### config.mk
export PLATFORM = sky130hd
export DESIGN_NAME = fsr_top
export DESIGN_NICKNAME = d
export VERILOG_FILES = /design/src/pkg/fsr_pkg.sv /design/src/pkg/fsr_edge_if.sv /design/src/hw/fsr_edge_det.sv /design/src/hw/fsr_top.sv
export SDC_FILE = /design/constraint.sdc
export NUM_CORES = 1
export LEC_CHECK = 0
export BUFFER_PORTS_ARGS = -buffer_cell sky130_fd_sc_hd__buf_2
export CORE_MARGIN = 8
export CORE_UTILIZATION = 57
export DETAILED_ROUTE_END_ITERATION = 10
export MAX_ROUTING_LAYER = met4
export PLACE_DENSITY = 0.81
export REMOVE_ABC_BUFFERS = 1
export SETUP_SLACK_MARGIN = 0.02
export SLEW_MARGIN = 0
export SYNTH_ARGS = -nofsm -noshare
export SYNTH_HDL_FRONTEND = slang
export SYNTH_SLANG_ARGS = --single-unit
### constraint.sdc
create_clock -name ref_clk -period 2.65 [get_ports ref_clk]
set_clock_uncertainty 0.15 [all_clocks]
set_input_delay 0.53 -clock ref_clk [delete_from_list [all_inputs] [get_ports ref_clk]]
set_output_delay 0.53 -clock ref_clk [all_outputs]
set_load 0.005 [all_outputs]
### src/pkg/fsr_pkg.sv
// Constants for the flash settings readback block
package fsr_pkg;
  // ****************************************
  // Register byte addresses
  // ****************************************
  localparam logic [7:0] A_CTRL  = 8'h00;
  localparam logic [7:0] A_CHIP  = 8'h04;
  localparam logic [7:0] A_VID   = 8'h08;
  localparam logic [7:0] A_PID   = 8'h0c;
  localparam logic [7:0] A_PWR   = 8'h10;
  localparam logic [7:0] A_GP    = 8'h14;
  localparam logic [7:0] A_DIV   = 8'h18;
  localparam logic [7:0] A_STS   = 8'h1c;
  localparam logic [7:0] A_CLR   = 8'h20;
  localparam logic [7:0] A_EN    = 8'h24;
  localparam logic [7:0] A_IDX   = 8'h28;
  localparam logic [7:0] A_DATA  = 8'h2c;
  localparam logic [7:0] A_STATE = 8'h30;
  // ****************************************
  // Response layout
  // ****************************************
  localparam logic [7:0] CMD_READ = 8'hb0;
  localparam logic [7:0] RC_OK    = 8'h00;
  localparam logic [7:0] LEN_CHIP = 8'h0e;
  localparam logic [7:0] LEN_GP   = 8'h08;
  localparam logic [5:0] IX_CMD    = 6'h00;
  localparam logic [5:0] IX_RC     = 6'h01;
  localparam logic [5:0] IX_LEN    = 6'h02;
  localparam logic [5:0] IX_PIN0   = 6'h04;
  localparam logic [5:0] IX_PIN1   = 6'h05;
  localparam logic [5:0] IX_PIN2   = 6'h06;
  localparam logic [5:0] IX_CHIP7  = 6'h07;
  localparam logic [5:0] IX_VID_LO = 6'h08;
  localparam logic [5:0] IX_VID_HI = 6'h09;
  localparam logic [5:0] IX_PID_LO = 6'h0a;
  localparam logic [5:0] IX_PID_HI = 6'h0b;
  localparam logic [5:0] IX_PWR    = 6'h0c;
  localparam logic [5:0] IX_MA     = 6'h0d;
  // ****************************************
  // Field positions
  // ****************************************
  localparam int B_NEG      = 6;
  localparam int B_POS      = 5;
  localparam int B_ADC_HI   = 4;
  localparam int B_ADC_LO   = 3;
  localparam int B_DAC      = 2;
  localparam int B_VAL      = 4;
  localparam int B_DIR      = 3;
  localparam int CTRL_START = 0;
  localparam int CTRL_SUB   = 1;
  localparam int ST_DONE    = 0;
  localparam int ST_INT     = 1;
  // ****************************************
  // Pin function codes
  // ****************************************
  localparam logic [2:0] F_GPIO  = 3'h0;
  localparam logic [2:0] F0_SUSP = 3'h1;
  localparam logic [2:0] F0_URX  = 3'h2;
  localparam logic [2:0] F1_CLK  = 3'h1;
  localparam logic [2:0] F1_ADC  = 3'h2;
  localparam logic [2:0] F1_UTX  = 3'h3;
  localparam logic [2:0] F1_INT  = 3'h4;
  localparam logic [2:0] F2_CFG  = 3'h1;
  localparam logic [2:0] F2_ADC  = 3'h2;
  localparam logic [2:0] F2_DAC  = 3'h3;
  // ****************************************
  // Reset values
  // ****************************************
  // Identifier reset values are arbitrary
  localparam logic [15:0] R_VID  = 16'h1234;
  localparam logic [15:0] R_PID  = 16'h5678;
  localparam logic [7:0]  R_CHIP = 8'h00;
  localparam logic [7:0]  R_PWR  = 8'h80;
  localparam logic [7:0]  R_MA   = 8'h32;
  localparam logic [7:0]  R_GP   = 8'h08;
  localparam logic [4:0]  R_DIV  = 5'h00;
endpackage : fsr_pkg

### src/pkg/fsr_edge_if.sv
// Interface between the top and the interrupt edge detector
`timescale 1ns/1ps
`default_nettype none
interface fsr_edge_if;
  logic level;
  logic neg_en;
  logic pos_en;
  logic evt;
  modport det (input level, input neg_en, input pos_en, output evt);
  modport ctl (output level, output neg_en, output pos_en, input evt);
endinterface : fsr_edge_if
`default_nettype wire

### src/hw/fsr_edge_det.sv
// Interrupt input edge detector
`timescale 1ns/1ps
`default_nettype none
module fsr_edge_det (
  input  wire logic ref_clk,
  input  wire logic rstn,
  fsr_edge_if.det   e
);
  typedef struct packed {
    logic prev;
    logic evt;
  } fsr_edge_state_t;

  fsr_edge_state_t q_ff;
  fsr_edge_state_t nxt_q;

  always_comb begin
    nxt_q      = q_ff;
    nxt_q.prev = e.level;
    nxt_q.evt  = (e.neg_en && q_ff.prev && !e.level) ||
                 (e.pos_en && !q_ff.prev && e.level);
  end

  always_ff @(posedge ref_clk or negedge rstn) begin
    if (!rstn) begin
      q_ff <= '0;
    end else begin
      q_ff <= nxt_q;
    end
  end

  assign e.evt = q_ff.evt;

  // ****************************************
  // Checks
  // ****************************************
  chk_neg_edge: assert property (
    @(posedge ref_clk) disable iff (!rstn)
    ($fell(e.level) && e.neg_en) |=> e.evt)
    else $error("falling edge not flagged");
  chk_pos_edge: assert property (
    @(posedge ref_clk) disable iff (!rstn)
    ($rose(e.level) && e.pos_en) |=> e.evt)
    else $error("rising edge not flagged");
endmodule : fsr_edge_det
`default_nettype wire

### src/hw/fsr_top.sv
// Settings readback block with Avalon-MM registers and pin control
//
// The implementer's own choices: the address map and the Avalon-MM slave port.
`timescale 1ns/1ps
`default_nettype none
module fsr_top (
  input  wire logic        ref_clk,
  input  wire logic        rstn,
  input  wire logic [7:0]  avs_address,
  input  wire logic        avs_read,
  input  wire logic        avs_write,
  input  wire logic [31:0] avs_writedata,
  input  wire logic [3:0]  avs_byteenable,
  output logic      [31:0] avs_readdata,
  output logic             avs_waitrequest,
  output logic             irq,
  input  wire logic [2:0]  gp_in,
  output logic      [2:0]  gp_out,
  output logic      [2:0]  gp_oe,
  input  wire logic        suspend_indicator,
  input  wire logic        usb_configured_indicator,
  input  wire logic        uart_rx_activity_indicator,
  input  wire logic        uart_tx_activity_indicator,
  output logic             analog_input_1_sel,
  output logic             analog_input_2_sel,
  output logic             analog_output_1_en,
  output logic      [1:0]  adc_vref_code,
  output logic             adc_vref_on,
  output logic             dac_ref_supply,
  output logic      [15:0] usb_vid,
  output logic      [15:0] usb_pid,
  output logic      [7:0]  usb_power_attr,
  output logic      [8:0]  usb_current_ma
);
  typedef struct packed {
    logic        wt;
    logic [31:0] rdata;
    logic        sub;
    logic [5:0]  idx;
    logic [7:0]  chip;
    logic [15:0] vid;
    logic [15:0] pid;
    logic [7:0]  pwr;
    logic [7:0]  ma;
    logic [7:0]  pin0;
    logic [7:0]  pin1;
    logic [7:0]  pin2;
    logic [4:0]  div;
    logic [4:0]  cnt;
    logic        clk;
    logic [1:0]  sts;
    logic [1:0]  en;
    logic        irq;
    logic [2:0]  out;
    logic [2:0]  oe;
    logic        ana1;
    logic        ana2;
    logic        dac;
    logic [1:0]  vref;
    logic        vref_on;
    logic        dac_sup;
    logic [8:0]  ma_o;
  } fsr_top_state_t;

  localparam fsr_top_state_t ST_RST = '{
    wt: 1'b1, chip: fsr_pkg::R_CHIP, vid: fsr_pkg::R_VID,
    pid: fsr_pkg::R_PID, pwr: fsr_pkg::R_PWR, ma: fsr_pkg::R_MA,
    pin0: fsr_pkg::R_GP, pin1: fsr_pkg::R_GP, pin2: fsr_pkg::R_GP,
    div: fsr_pkg::R_DIV, default: '0};

  fsr_top_state_t q_ff;
  fsr_top_state_t nxt_q;
  fsr_edge_if     eif ();

  logic [7:0]  rb;
  logic [31:0] rd;
  logic [31:0] wm;
  logic [1:0]  clr;
  logic [1:0]  set;

  function automatic logic [31:0] fsr_merge(input logic [31:0] old,
                                            input logic [31:0] wd,
                                            input logic [3:0]  be);
    logic [31:0] m;
    m = {{8{be[3]}}, {8{be[2]}}, {8{be[1]}}, {8{be[0]}}};
    return (old & ~m) | (wd & m);
  endfunction : fsr_merge

  // ****************************************
  // Interrupt edge detector
  // ****************************************
  assign eif.level  = gp_in[1];
  assign eif.neg_en = q_ff.chip[fsr_pkg::B_NEG] &&
                      q_ff.pin1[2:0] == fsr_pkg::F1_INT;
  assign eif.pos_en = q_ff.chip[fsr_pkg::B_POS] &&
                      q_ff.pin1[2:0] == fsr_pkg::F1_INT;

  fsr_edge_det u_edge (
    .ref_clk (ref_clk),
    .rstn    (rstn),
    .e       (eif.det)
  );

  // ****************************************
  // Response byte
  // ****************************************
  always_comb begin
    rb = 8'h00;
    case (q_ff.idx)
      fsr_pkg::IX_CMD:    rb = fsr_pkg::CMD_READ;
      fsr_pkg::IX_RC:     rb = fsr_pkg::RC_OK;
      fsr_pkg::IX_LEN:    rb = q_ff.sub ? fsr_pkg::LEN_GP
                                        : fsr_pkg::LEN_CHIP;
      fsr_pkg::IX_PIN0:   rb = q_ff.sub ? q_ff.pin0 : 8'h00;
      fsr_pkg::IX_PIN1:   rb = q_ff.sub ? q_ff.pin1 : 8'h00;
      fsr_pkg::IX_PIN2:   rb = q_ff.sub ? q_ff.pin2 : 8'h00;
      fsr_pkg::IX_CHIP7:  rb = q_ff.sub ? 8'h00 : q_ff.chip;
      fsr_pkg::IX_VID_LO: rb = q_ff.sub ? 8'h00 : q_ff.vid[7:0];
      fsr_pkg::IX_VID_HI: rb = q_ff.sub ? 8'h00 : q_ff.vid[15:8];
      fsr_pkg::IX_PID_LO: rb = q_ff.sub ? 8'h00 : q_ff.pid[7:0];
      fsr_pkg::IX_PID_HI: rb = q_ff.sub ? 8'h00 : q_ff.pid[15:8];
      fsr_pkg::IX_PWR:    rb = q_ff.sub ? 8'h00 : q_ff.pwr;
      fsr_pkg::IX_MA:     rb = q_ff.sub ? 8'h00 : q_ff.ma;
      default:            rb = 8'h00;
    endcase
  end

  // ****************************************
  // Register read mux
  // ****************************************
  always_comb begin
    rd = 32'h0000_0000;
    case (avs_address)
      fsr_pkg::A_CTRL:  rd = {30'h0, q_ff.sub, 1'b0};
      fsr_pkg::A_CHIP:  rd = {24'h0, q_ff.chip};
      fsr_pkg::A_VID:   rd = {16'h0, q_ff.vid};
      fsr_pkg::A_PID:   rd = {16'h0, q_ff.pid};
      fsr_pkg::A_PWR:   rd = {16'h0, q_ff.ma, q_ff.pwr};
      fsr_pkg::A_GP:    rd = {8'h0, q_ff.pin2, q_ff.pin1, q_ff.pin0};
      fsr_pkg::A_DIV:   rd = {27'h0, q_ff.div};
      fsr_pkg::A_STS:   rd = {30'h0, q_ff.sts};
      fsr_pkg::A_EN:    rd = {30'h0, q_ff.en};
      fsr_pkg::A_IDX:   rd = {26'h0, q_ff.idx};
      fsr_pkg::A_DATA:  rd = {24'h0, rb};
      fsr_pkg::A_STATE: rd = {24'h0, 1'b0, q_ff.clk, q_ff.oe, q_ff.out};
      default:          rd = 32'h0000_0000;
    endcase
  end

  // ****************************************
  // Next state
  // ****************************************
  always_comb begin
    nxt_q = q_ff;
    wm    = fsr_merge(rd, avs_writedata, avs_byteenable);
    clr   = 2'h0;
    set   = 2'h0;
    // One wait cycle per access keeps read data a flop output
    nxt_q.wt = 1'b1;
    if ((avs_read || avs_write) && q_ff.wt) begin
      nxt_q.wt = 1'b0;
      if (avs_read) begin
        nxt_q.rdata = rd;
      end
    end
    if (avs_write && !q_ff.wt) begin
      case (avs_address)
        fsr_pkg::A_CTRL: begin
          if (wm[fsr_pkg::CTRL_START]) begin
            nxt_q.sub = wm[fsr_pkg::CTRL_SUB];
            set[fsr_pkg::ST_DONE] = 1'b1;
          end
        end
        fsr_pkg::A_CHIP: nxt_q.chip = wm[7:0];
        fsr_pkg::A_VID:  nxt_q.vid = wm[15:0];
        fsr_pkg::A_PID:  nxt_q.pid = wm[15:0];
        fsr_pkg::A_PWR: begin
          nxt_q.pwr = wm[7:0];
          nxt_q.ma  = wm[15:8];
        end
        fsr_pkg::A_GP: begin
          nxt_q.pin0 = wm[7:0];
          nxt_q.pin1 = wm[15:8];
          nxt_q.pin2 = wm[23:16];
        end
        fsr_pkg::A_DIV: nxt_q.div = wm[4:0];
        fsr_pkg::A_CLR: clr = avs_writedata[1:0] & {2{avs_byteenable[0]}};
        fsr_pkg::A_EN:  nxt_q.en = wm[1:0];
        fsr_pkg::A_IDX: nxt_q.idx = wm[5:0];
        default: ;
      endcase
    end
    set[fsr_pkg::ST_INT] = eif.evt;
    // Set beats clear so an event in the clear cycle survives
    nxt_q.sts = (q_ff.sts & ~clr) | set;
    nxt_q.irq = |(nxt_q.sts & nxt_q.en);
    // Settings decode
    nxt_q.vref    = q_ff.chip[fsr_pkg::B_ADC_HI:fsr_pkg::B_ADC_LO];
    nxt_q.vref_on = |q_ff.chip[fsr_pkg::B_ADC_HI:fsr_pkg::B_ADC_LO];
    nxt_q.dac_sup = q_ff.chip[fsr_pkg::B_DAC];
    nxt_q.ma_o    = {q_ff.ma, 1'b0};
    // Divider runs on this block's clock, not a separate 48 MHz one
    if (q_ff.pin1[2:0] == fsr_pkg::F1_CLK) begin
      if (q_ff.cnt == q_ff.div) begin
        nxt_q.cnt = 5'h00;
        nxt_q.clk = ~q_ff.clk;
      end else begin
        nxt_q.cnt = q_ff.cnt + 5'h01;
      end
    end else begin
      nxt_q.cnt = 5'h00;
      nxt_q.clk = 1'b0;
    end
    // Pins default to undriven input
    nxt_q.oe   = 3'h0;
    nxt_q.out  = 3'h0;
    nxt_q.ana1 = 1'b0;
    nxt_q.ana2 = 1'b0;
    nxt_q.dac  = 1'b0;
    unique case (q_ff.pin0[2:0])
      fsr_pkg::F_GPIO: begin
        nxt_q.oe[0]  = !q_ff.pin0[fsr_pkg::B_DIR];
        nxt_q.out[0] = q_ff.pin0[fsr_pkg::B_VAL] &&
                       !q_ff.pin0[fsr_pkg::B_DIR];
      end
      fsr_pkg::F0_SUSP: begin
        nxt_q.oe[0]  = 1'b1;
        nxt_q.out[0] = suspend_indicator;
      end
      fsr_pkg::F0_URX: begin
        nxt_q.oe[0]  = 1'b1;
        nxt_q.out[0] = uart_rx_activity_indicator;
      end
      default: ;
    endcase
    unique case (q_ff.pin1[2:0])
      fsr_pkg::F_GPIO: begin
        nxt_q.oe[1]  = !q_ff.pin1[fsr_pkg::B_DIR];
        nxt_q.out[1] = q_ff.pin1[fsr_pkg::B_VAL] &&
                       !q_ff.pin1[fsr_pkg::B_DIR];
      end
      fsr_pkg::F1_CLK: begin
        nxt_q.oe[1]  = 1'b1;
        nxt_q.out[1] = q_ff.clk;
      end
      fsr_pkg::F1_ADC: nxt_q.ana1 = 1'b1;
      fsr_pkg::F1_UTX: begin
        nxt_q.oe[1]  = 1'b1;
        nxt_q.out[1] = uart_tx_activity_indicator;
      end
      fsr_pkg::F1_INT: ;
      default: ;
    endcase
    unique case (q_ff.pin2[2:0])
      fsr_pkg::F_GPIO: begin
        nxt_q.oe[2]  = !q_ff.pin2[fsr_pkg::B_DIR];
        nxt_q.out[2] = q_ff.pin2[fsr_pkg::B_VAL] &&
                       !q_ff.pin2[fsr_pkg::B_DIR];
      end
      fsr_pkg::F2_CFG: begin
        nxt_q.oe[2]  = 1'b1;
        nxt_q.out[2] = usb_configured_indicator;
      end
      fsr_pkg::F2_ADC: nxt_q.ana2 = 1'b1;
      fsr_pkg::F2_DAC: nxt_q.dac = 1'b1;
      default: ;
    endcase
  end

  always_ff @(posedge ref_clk or negedge rstn) begin
    if (!rstn) begin
      q_ff <= ST_RST;
    end else begin
      q_ff <= nxt_q;
    end
  end

  // ****************************************
  // Outputs
  // ****************************************
  assign avs_readdata       = q_ff.rdata;
  assign avs_waitrequest    = q_ff.wt;
  assign irq                = q_ff.irq;
  assign gp_out             = q_ff.out;
  assign gp_oe              = q_ff.oe;
  assign analog_input_1_sel = q_ff.ana1;
  assign analog_input_2_sel = q_ff.ana2;
  assign analog_output_1_en = q_ff.dac;
  assign adc_vref_code      = q_ff.vref;
  assign adc_vref_on        = q_ff.vref_on;
  assign dac_ref_supply     = q_ff.dac_sup;
  assign usb_vid            = q_ff.vid;
  assign usb_pid            = q_ff.pid;
  assign usb_power_attr     = q_ff.pwr;
  assign usb_current_ma     = q_ff.ma_o;

  // ****************************************
  // Checks
  // ****************************************
  chk_echo_code: assert property (
    @(posedge ref_clk) disable iff (!rstn)
    (avs_read && q_ff.wt && avs_address == fsr_pkg::A_DATA &&
     q_ff.idx == fsr_pkg::IX_CMD)
    |=> (!avs_waitrequest && avs_readdata == 32'h0000_00b0))
    else $error("command echo missing");
  chk_vid_low: assert property (
    @(posedge ref_clk) disable iff (!rstn)
    (avs_read && q_ff.wt && avs_address == fsr_pkg::A_DATA &&
     q_ff.idx == fsr_pkg::IX_VID_LO && !q_ff.sub)
    |=> avs_readdata[7:0] == $past(q_ff.vid[7:0]))
    else $error("vendor id low byte wrong");
  chk_pid_high: assert property (
    @(posedge ref_clk) disable iff (!rstn)
    (avs_read && q_ff.wt && avs_address == fsr_pkg::A_DATA &&
     q_ff.idx == fsr_pkg::IX_PID_HI && !q_ff.sub)
    |=> avs_readdata[7:0] == $past(q_ff.pid[15:8]))
    else $error("product id high byte wrong");
  chk_power_attr: assert property (
    @(posedge ref_clk) disable iff (!rstn)
    (avs_write && !avs_waitrequest && avs_address == fsr_pkg::A_PWR &&
     avs_byteenable[0])
    |=> usb_power_attr == $past(avs_writedata[7:0]))
    else $error("power attributes not taken");
  chk_ma_twice: assert property (
    @(posedge ref_clk) disable iff (!rstn)
    rstn |=> usb_current_ma == {$past(q_ff.ma), 1'b0})
    else $error("requested current not doubled");
  chk_adc_ref: assert property (
    @(posedge ref_clk) disable iff (!rstn)
    rstn |=> (adc_vref_code == $past(q_ff.chip[4:3]) &&
         adc_vref_on == ($past(q_ff.chip[4:3]) != 2'h0)))
    else $error("converter reference wrong");
  chk_dac_ref: assert property (
    @(posedge ref_clk) disable iff (!rstn)
    rstn |=> dac_ref_supply == $past(q_ff.chip[2]))
    else $error("output reference wrong");
  chk_gpio_drive: assert property (
    @(posedge ref_clk) disable iff (!rstn)
    (q_ff.pin0[2:0] == fsr_pkg::F_GPIO && !q_ff.pin0[3])
    |=> (gp_oe[0] && gp_out[0] == $past(q_ff.pin0[4])))
    else $error("gpio output level wrong");
  chk_gpio_input: assert property (
    @(posedge ref_clk) disable iff (!rstn)
    (q_ff.pin2[2:0] == fsr_pkg::F_GPIO && q_ff.pin2[3]) |=> !gp_oe[2])
    else $error("gpio input driven");
  chk_suspend_out: assert property (
    @(posedge ref_clk) disable iff (!rstn)
    (q_ff.pin0[2:0] == fsr_pkg::F0_SUSP)
    |=> (gp_oe[0] && gp_out[0] == $past(suspend_indicator)))
    else $error("suspend indicator not routed");
  chk_int_input: assert property (
    @(posedge ref_clk) disable iff (!rstn)
    (q_ff.pin1[2:0] == fsr_pkg::F1_INT) |=> !gp_oe[1])
    else $error("interrupt pin driven");
  chk_dac_route: assert property (
    @(posedge ref_clk) disable iff (!rstn)
    (q_ff.pin2[2:0] == fsr_pkg::F2_DAC)
    |=> (analog_output_1_en && !gp_oe[2]))
    else $error("analog output not routed");
  chk_clk_toggle: assert property (
    @(posedge ref_clk) disable iff (!rstn)
    (q_ff.pin1[2:0] == fsr_pkg::F1_CLK && q_ff.cnt == q_ff.div)
    |=> (q_ff.clk != $past(q_ff.clk) && q_ff.cnt == 5'h00))
    else $error("clock divider wrong");
  chk_unused_in: assert property (
    @(posedge ref_clk) disable iff (!rstn)
    (q_ff.pin0[2:0] > fsr_pkg::F0_URX) |=> !gp_oe[0])
    else $error("unused code drives pin");
endmodule : fsr_top
`default_nettype wire

# Yosys cells after proc, flatten, opt, wreduce, memory -nomap -nowiden
# Cells that the tools add are included.
[classes]
n_addsub = 1
eq_ne = 34
n_mux = 34
bitwise_logic = 10
n_reduce_logical = 37
[ops]
columns = ["op", "n"]
rows = [
  ["$pmux 24 s12", 1],
  ["$pmux 8 s12", 1],
  ["$mux 8", 10],
  ["$and 24x24->24", 2],
  ["$eq 8x6->1 const B", 5],
  ["$eq 6x4->1 const B", 6],
  ["$mux 33", 1],
  ["$eq 8x5->1 const B", 4],
  ["$mux 32", 1],
  ["$eq 6x3->1 const B", 4],
  ["$not 24->24", 1],
  ["$or 24x24->24", 1],
  ["$eq 8x4->1 const B", 2],
  ["$reduce_and 2->1", 8],
  ["$eq 3x2->1 const B", 5],
  ["$logic_and 1x1->1", 11],
  ["$eq 3x1->1 const B", 3],
  ["$logic_not 3->1", 3],
  ["$eq 8x3->1 const B", 1],
  ["$logic_not 8->1", 1],
  ["$mux 2", 4],
  ["$pmux 1 s2", 4],
  ["$reduce_or 2->1", 4],
  ["$mux 1", 7],
  ["other kinds (17)", 26],
]
[totals]
ff_bits = 159
inputBits = 55
output_inout_bits = 96
word_cells = 145

# Depth between registers and ports, before layout
[logic_depth]
word_depth = 11
depth_mapped = 9
ltp_nobuf = 6

# By module
# Synthesis repeated with hierarchy kept, for this count alone.
[hier_totals]
cells_unflattened = 826
area_unflattened_um2 = 8217.9
[by_module_without_submodules]
columns = ["module", "instances", "cells_per_inst", "area_per_inst_um2", "seq_area_each_um2"]
rows = [
  ["fsr_top", 1, 821, 8147.8, 3754.9],
  ["fsr_edge_det", 1, 5, 70.1, 50.0],
]

# Worst setup path before layout
# OpenSTA, ideal clock, no wires.
[synth_timing]
path_kind = "input -> register"
start = "in avs_address[1]"
end = "reg q_ff[56] (netlist name)"
setup_time_ns = 0.125
arrival_time_ns = 2.179
slack_ns = 0.197
cell_stages = 7
n_path_buf = 1
cell_sequence = "buf_2 > nor4_2 > and2_1 > a221o_1 > or3_1 > o31a_1 > mux2_2"
[synth_between]
elab_chain_len = 4
word_cells_on_any_way = 16
cone_classes = "eq/ne: 11; mux: 1; bitwise: 2; reduce/logical: 2"
[synth_rtl]
columns = ["item", "line_no", "source"]
rows = [
  ["start: declaration", "fsr_top.sv:9", "input wire logic [7:0] avs_address,"],
  ["$eq 8x6->1 (tied with other cells)", "fsr_top.sv:133", "case (avs_address)"],
  ["$pmux 24 s12", "fsr_top.sv:133", ""],
  ["$and 24x24->24", "fsr_top.sv:86", "return (old & ~m) | (wd & m);"],
  ["$or 24x24->24", "fsr_top.sv:86", ""],
  ["end signal: assignment", "fsr_top.sv:274", "q_ff <= nxt_q;"],
  ["end: declaration", "fsr_top.sv:71", "fsr_top_state_t q_ff;"],
]
# Parallel ways exist; a longest one is shown, timed or not.
# A chain may end at the register's enable or synchronous reset.

# Worst setup path after layout
[layout_timing]
start = "reg q_ff[119] (netlist name)"
end = "reg q_ff, in the netlist usb_pid[2]"
[layout_between]
elab_chain_len = 5
word_cells_on_any_way = 16
cone_classes = "eq/ne: 11; mux: 2; bitwise: 2; reduce/logical: 1"
[layout_rtl]
columns = ["item", "line_no", "source"]
rows = [
  ["$eq 6x4->1 (tied with other cells)", "fsr_top.sv:109", "case (q_ff.idx)"],
  ["$pmux 8 s12 (*)", "fsr_top.sv:109", ""],
  ["$pmux 24 s12 (*)", "fsr_top.sv:133", ""],
  ["$and 24x24->24 (*)", "fsr_top.sv:86", ""],
  ["$or 24x24->24 (*)", "fsr_top.sv:86", ""],
]
# Every way passes the cells marked *; elsewhere a longest branch is shown, timed or not.

==> results.yml <==
pwr:
  power_density_nw_per_um2: 521.6
  p_total_mw: 5.311
  p_leak_nw: 4.906
  vdd_drop_max_mv: 0.4964
run:
  cap_violations: 0
routing:
  wl_per_cell_um: 23.38
  drc_errors: 0
  ant_nets: 0
  vias: 7243
  vias_per_cell: 6.138
  first_pass_iters: 6
  wl_mm: 27.59
  drtIter0Drc: 733
synth:
  synth_common_cells: "dfrtp_1, nand2_1, buf_4, o21ai_0, mux2i_1"
  netlist_area_um2: 8484
  ys_top_cells_by_area: "dfrtp_1, buf_4, dfstp_2, nand2_1, mux2i_1"
  synth_top_cell_by_area: "dfrtp_1"
  yosysWarnings: 0
  synth_ff_type: "dfrtp_1"
  synth_edf_count: 0
  synth_top_area_share: 0.3834
  syn_avg_cell_area_um2: 10.03
  async_flop_share: 1.000
  yosysMostFrequentCell: "dfrtp_1"
  synth_seq_cells: 151
  syn-instance-count: 846
  ys_types: 87
  ys_seq_area_frac: 0.4485
layout:
  synthToLayoutAreaGrowth_pct: 20.03
  final_core_util: 0.7007
  final_nets: 1039
  drive_above_1_share: 0.3845
  fin_cells: 1180
  antenna_cells: 0
  n_fill_cell: 1118
  fin_area_um2: 10180
clock_tree:
  clockBufferDepth: 2
  clk_pin_slew_ps: 60
  cts_buffers: 17
  clock_sinks: 151
  root_buffer: "clkbuf_16"
  htree_num_levels: 4
  cts_tree: "built"
  clkLatencyLatePin_ps: 420
grt:
  antenna_found_initial: 0
  gr-total-overflow: 0
  grt_pass1_wl_mm: 43.02
  grt_usage: 0.2943
  grt_pass1_vias: 7293
  grt_max_degree: 53
timing:
  min_period_over_period: 0.9860
  rsz0062_at_grt: "true"
  setup-tns-final_ps: 0
  relSlewSlack: 0.5539
  whs_ps: 105.5
  worst_pin_slew_ps: 669.2
  fmax_mhz: 382.7
  worst_slack_ps: 37.15
  finalCriticalPeriod_ps: 2613
  drv_slew: 0
  setup_violations: 0
  hold_violations: 0
floorplanning:
  core_area_um2: 14530
  rows: 44
  dieArea_um2: 19050
  start_util: 0.5838
  die_y_um: 138.0
  io_pins: 151
  die_x_um: 138.0
placement:
  place_inst: 1141
  port_buffers: 130
  gp_congestion: 0.9753
  hpwl_mm: 20.69
  preCtsSetupSlack_ps: -166.5
  placedInstanceArea_um2: 9458
status:
  status: "finished clean"
setup_path:
  crit_path_end_kind: "register"
  crit_path_start_kind: "register"
  path_common_cell: "buf_4"
  path_cells: "buf_4 > buf_4 > mux4_2 > a22o_1 > o211a_1 > o31a_1 > buf_6 > mux2_2"
  cp_slowest_cell: "dfrtp_2"
  crit_buf_inv: 3
  crit_type: "reg2reg"
  cp.arrival_ps: 2770
  cp_slowest_stage_delay_ps: 450
  cp.required_ps: 2800
  cp_top_family: "compound AO/OA/AOI/OAI gates"
  critical_path.max_fanout: 5
min_path:
  hp-class: "in2reg"
==> metal layers <==
layer / part of all wire / vias up / GRT usage
li1: - / 3207 / -
met2: 0.48 / 379 / 0.4644
met4: 0.027 / 0 / 0.1087
met1: 0.41 / 3591 / 0.3659
met3: 0.080 / 66 / 0.06370
met5: 0 / - / -
==> registers in the layout, indices dropped and copies added, names as in the netlist <==
name and flops:
irq 1, analog_output_1_en 1, usb_current_ma 8, u_edge.e.evt 1
u_edge.q_ff 1, analog_input_1_sel 1, avs_readdata 24, usb_vid 16
dac_ref_supply 1, adc_vref_on 1, q_ff 51, adc_vref_code 2
gp_out 3, usb_power_attr 8, gp_oe 3, analog_input_2_sel 1
nxt_q 11, usb_pid 16, avs_waitrequest 1
==> repair_timing <==
item	in CTS	in global routing
buffers inserted	1	5
endpoints found under the hold margin	45	0
hold buffers	1	0
resized for setup	3	19
endpoints found under the setup margin	24	26
pin swaps	0	9
==> kinds of logic after synthesis <==
family	Yosys count	synth area share
adder cells (fa/ha/maj)	1	0.001474
other	1	0.0004420
multiplexers	78	0.1094
AO/OA/AOI/OAI	187	0.1513
XOR/XNOR	9	0.009290
buffers and inverters	153	0.1137
AND/OR/NAND/NOR	266	0.1659
flip-flops	151	0.4485
==> worst paths after layout <==
path	from	end	slack, ps	cells past startpoint
hold reg to reg	nxt_q[2]$_DFFE_PN1P_	usb_current_ma[2]$_DFF_PN0_	290	0
max in group asynchronous	rstn	usb_pid[14]$_DFFE_PN1P_	1160	3
min in group asynchronous	rstn	irq$_DFF_PN0_	480	2
setup reg to reg	q_ff[119]$_DFFE_PN0P_	usb_pid[2]$_DFFE_PN0P_	40	8
setup / recovery	q_ff[119]$_DFFE_PN0P_	usb_pid[2]$_DFFE_PN0P_	40	8
hold / removal	gp_in[1]	u_edge.q_ff[1]$_DFF_PN0_	110	1
==> area by class of cell <==
class	instances	area (um2)	area share
multi-input cells	550	3804	0.3735
repair buffers	253	1710	0.1680
well taps	184	230.2	0.02261
flip-flops and latches	151	3807	0.3739
clock inverters	13	141.4	0.01388
clock buffers	19	452.9	0.04448
inverters	10	37.54	0.003686
==> placed cells by master, fill, tap and decap left out, types with 21 or more instances in the layout <==
master / synthesis / final
mux2_2: 32 / 30
dfstp_2: 21 / 21
mux2i_1: 38 / 38
buf_2: 24 / 129
nor2_1: 35 / 35
buf_4: 92 / 109
o21ai_0: 66 / 66
nand2_1: 112 / 112
dfrtp_1: 130 / 128
==> power breakdown <==
group,switching [mW],leakage (nW),total [mW],internal (mW)
clock,0.983,0.287,2.43,1.44
combinational,0.269,2.62,0.463,0.194
sequential,0.0613,2.00,2.42,2.36
==> worst register-to-register path, cell delays in order (launching register included) <==
cell and delay, ps:
dfrtp_2 450, buf_4 150, buf_4 130, mux4_2 430
a22o_1 260, o211a_1 260, o31a_1 280, buf_6 140
mux2_2 260
No activity file was read; power rests on OpenSTA's default activity.
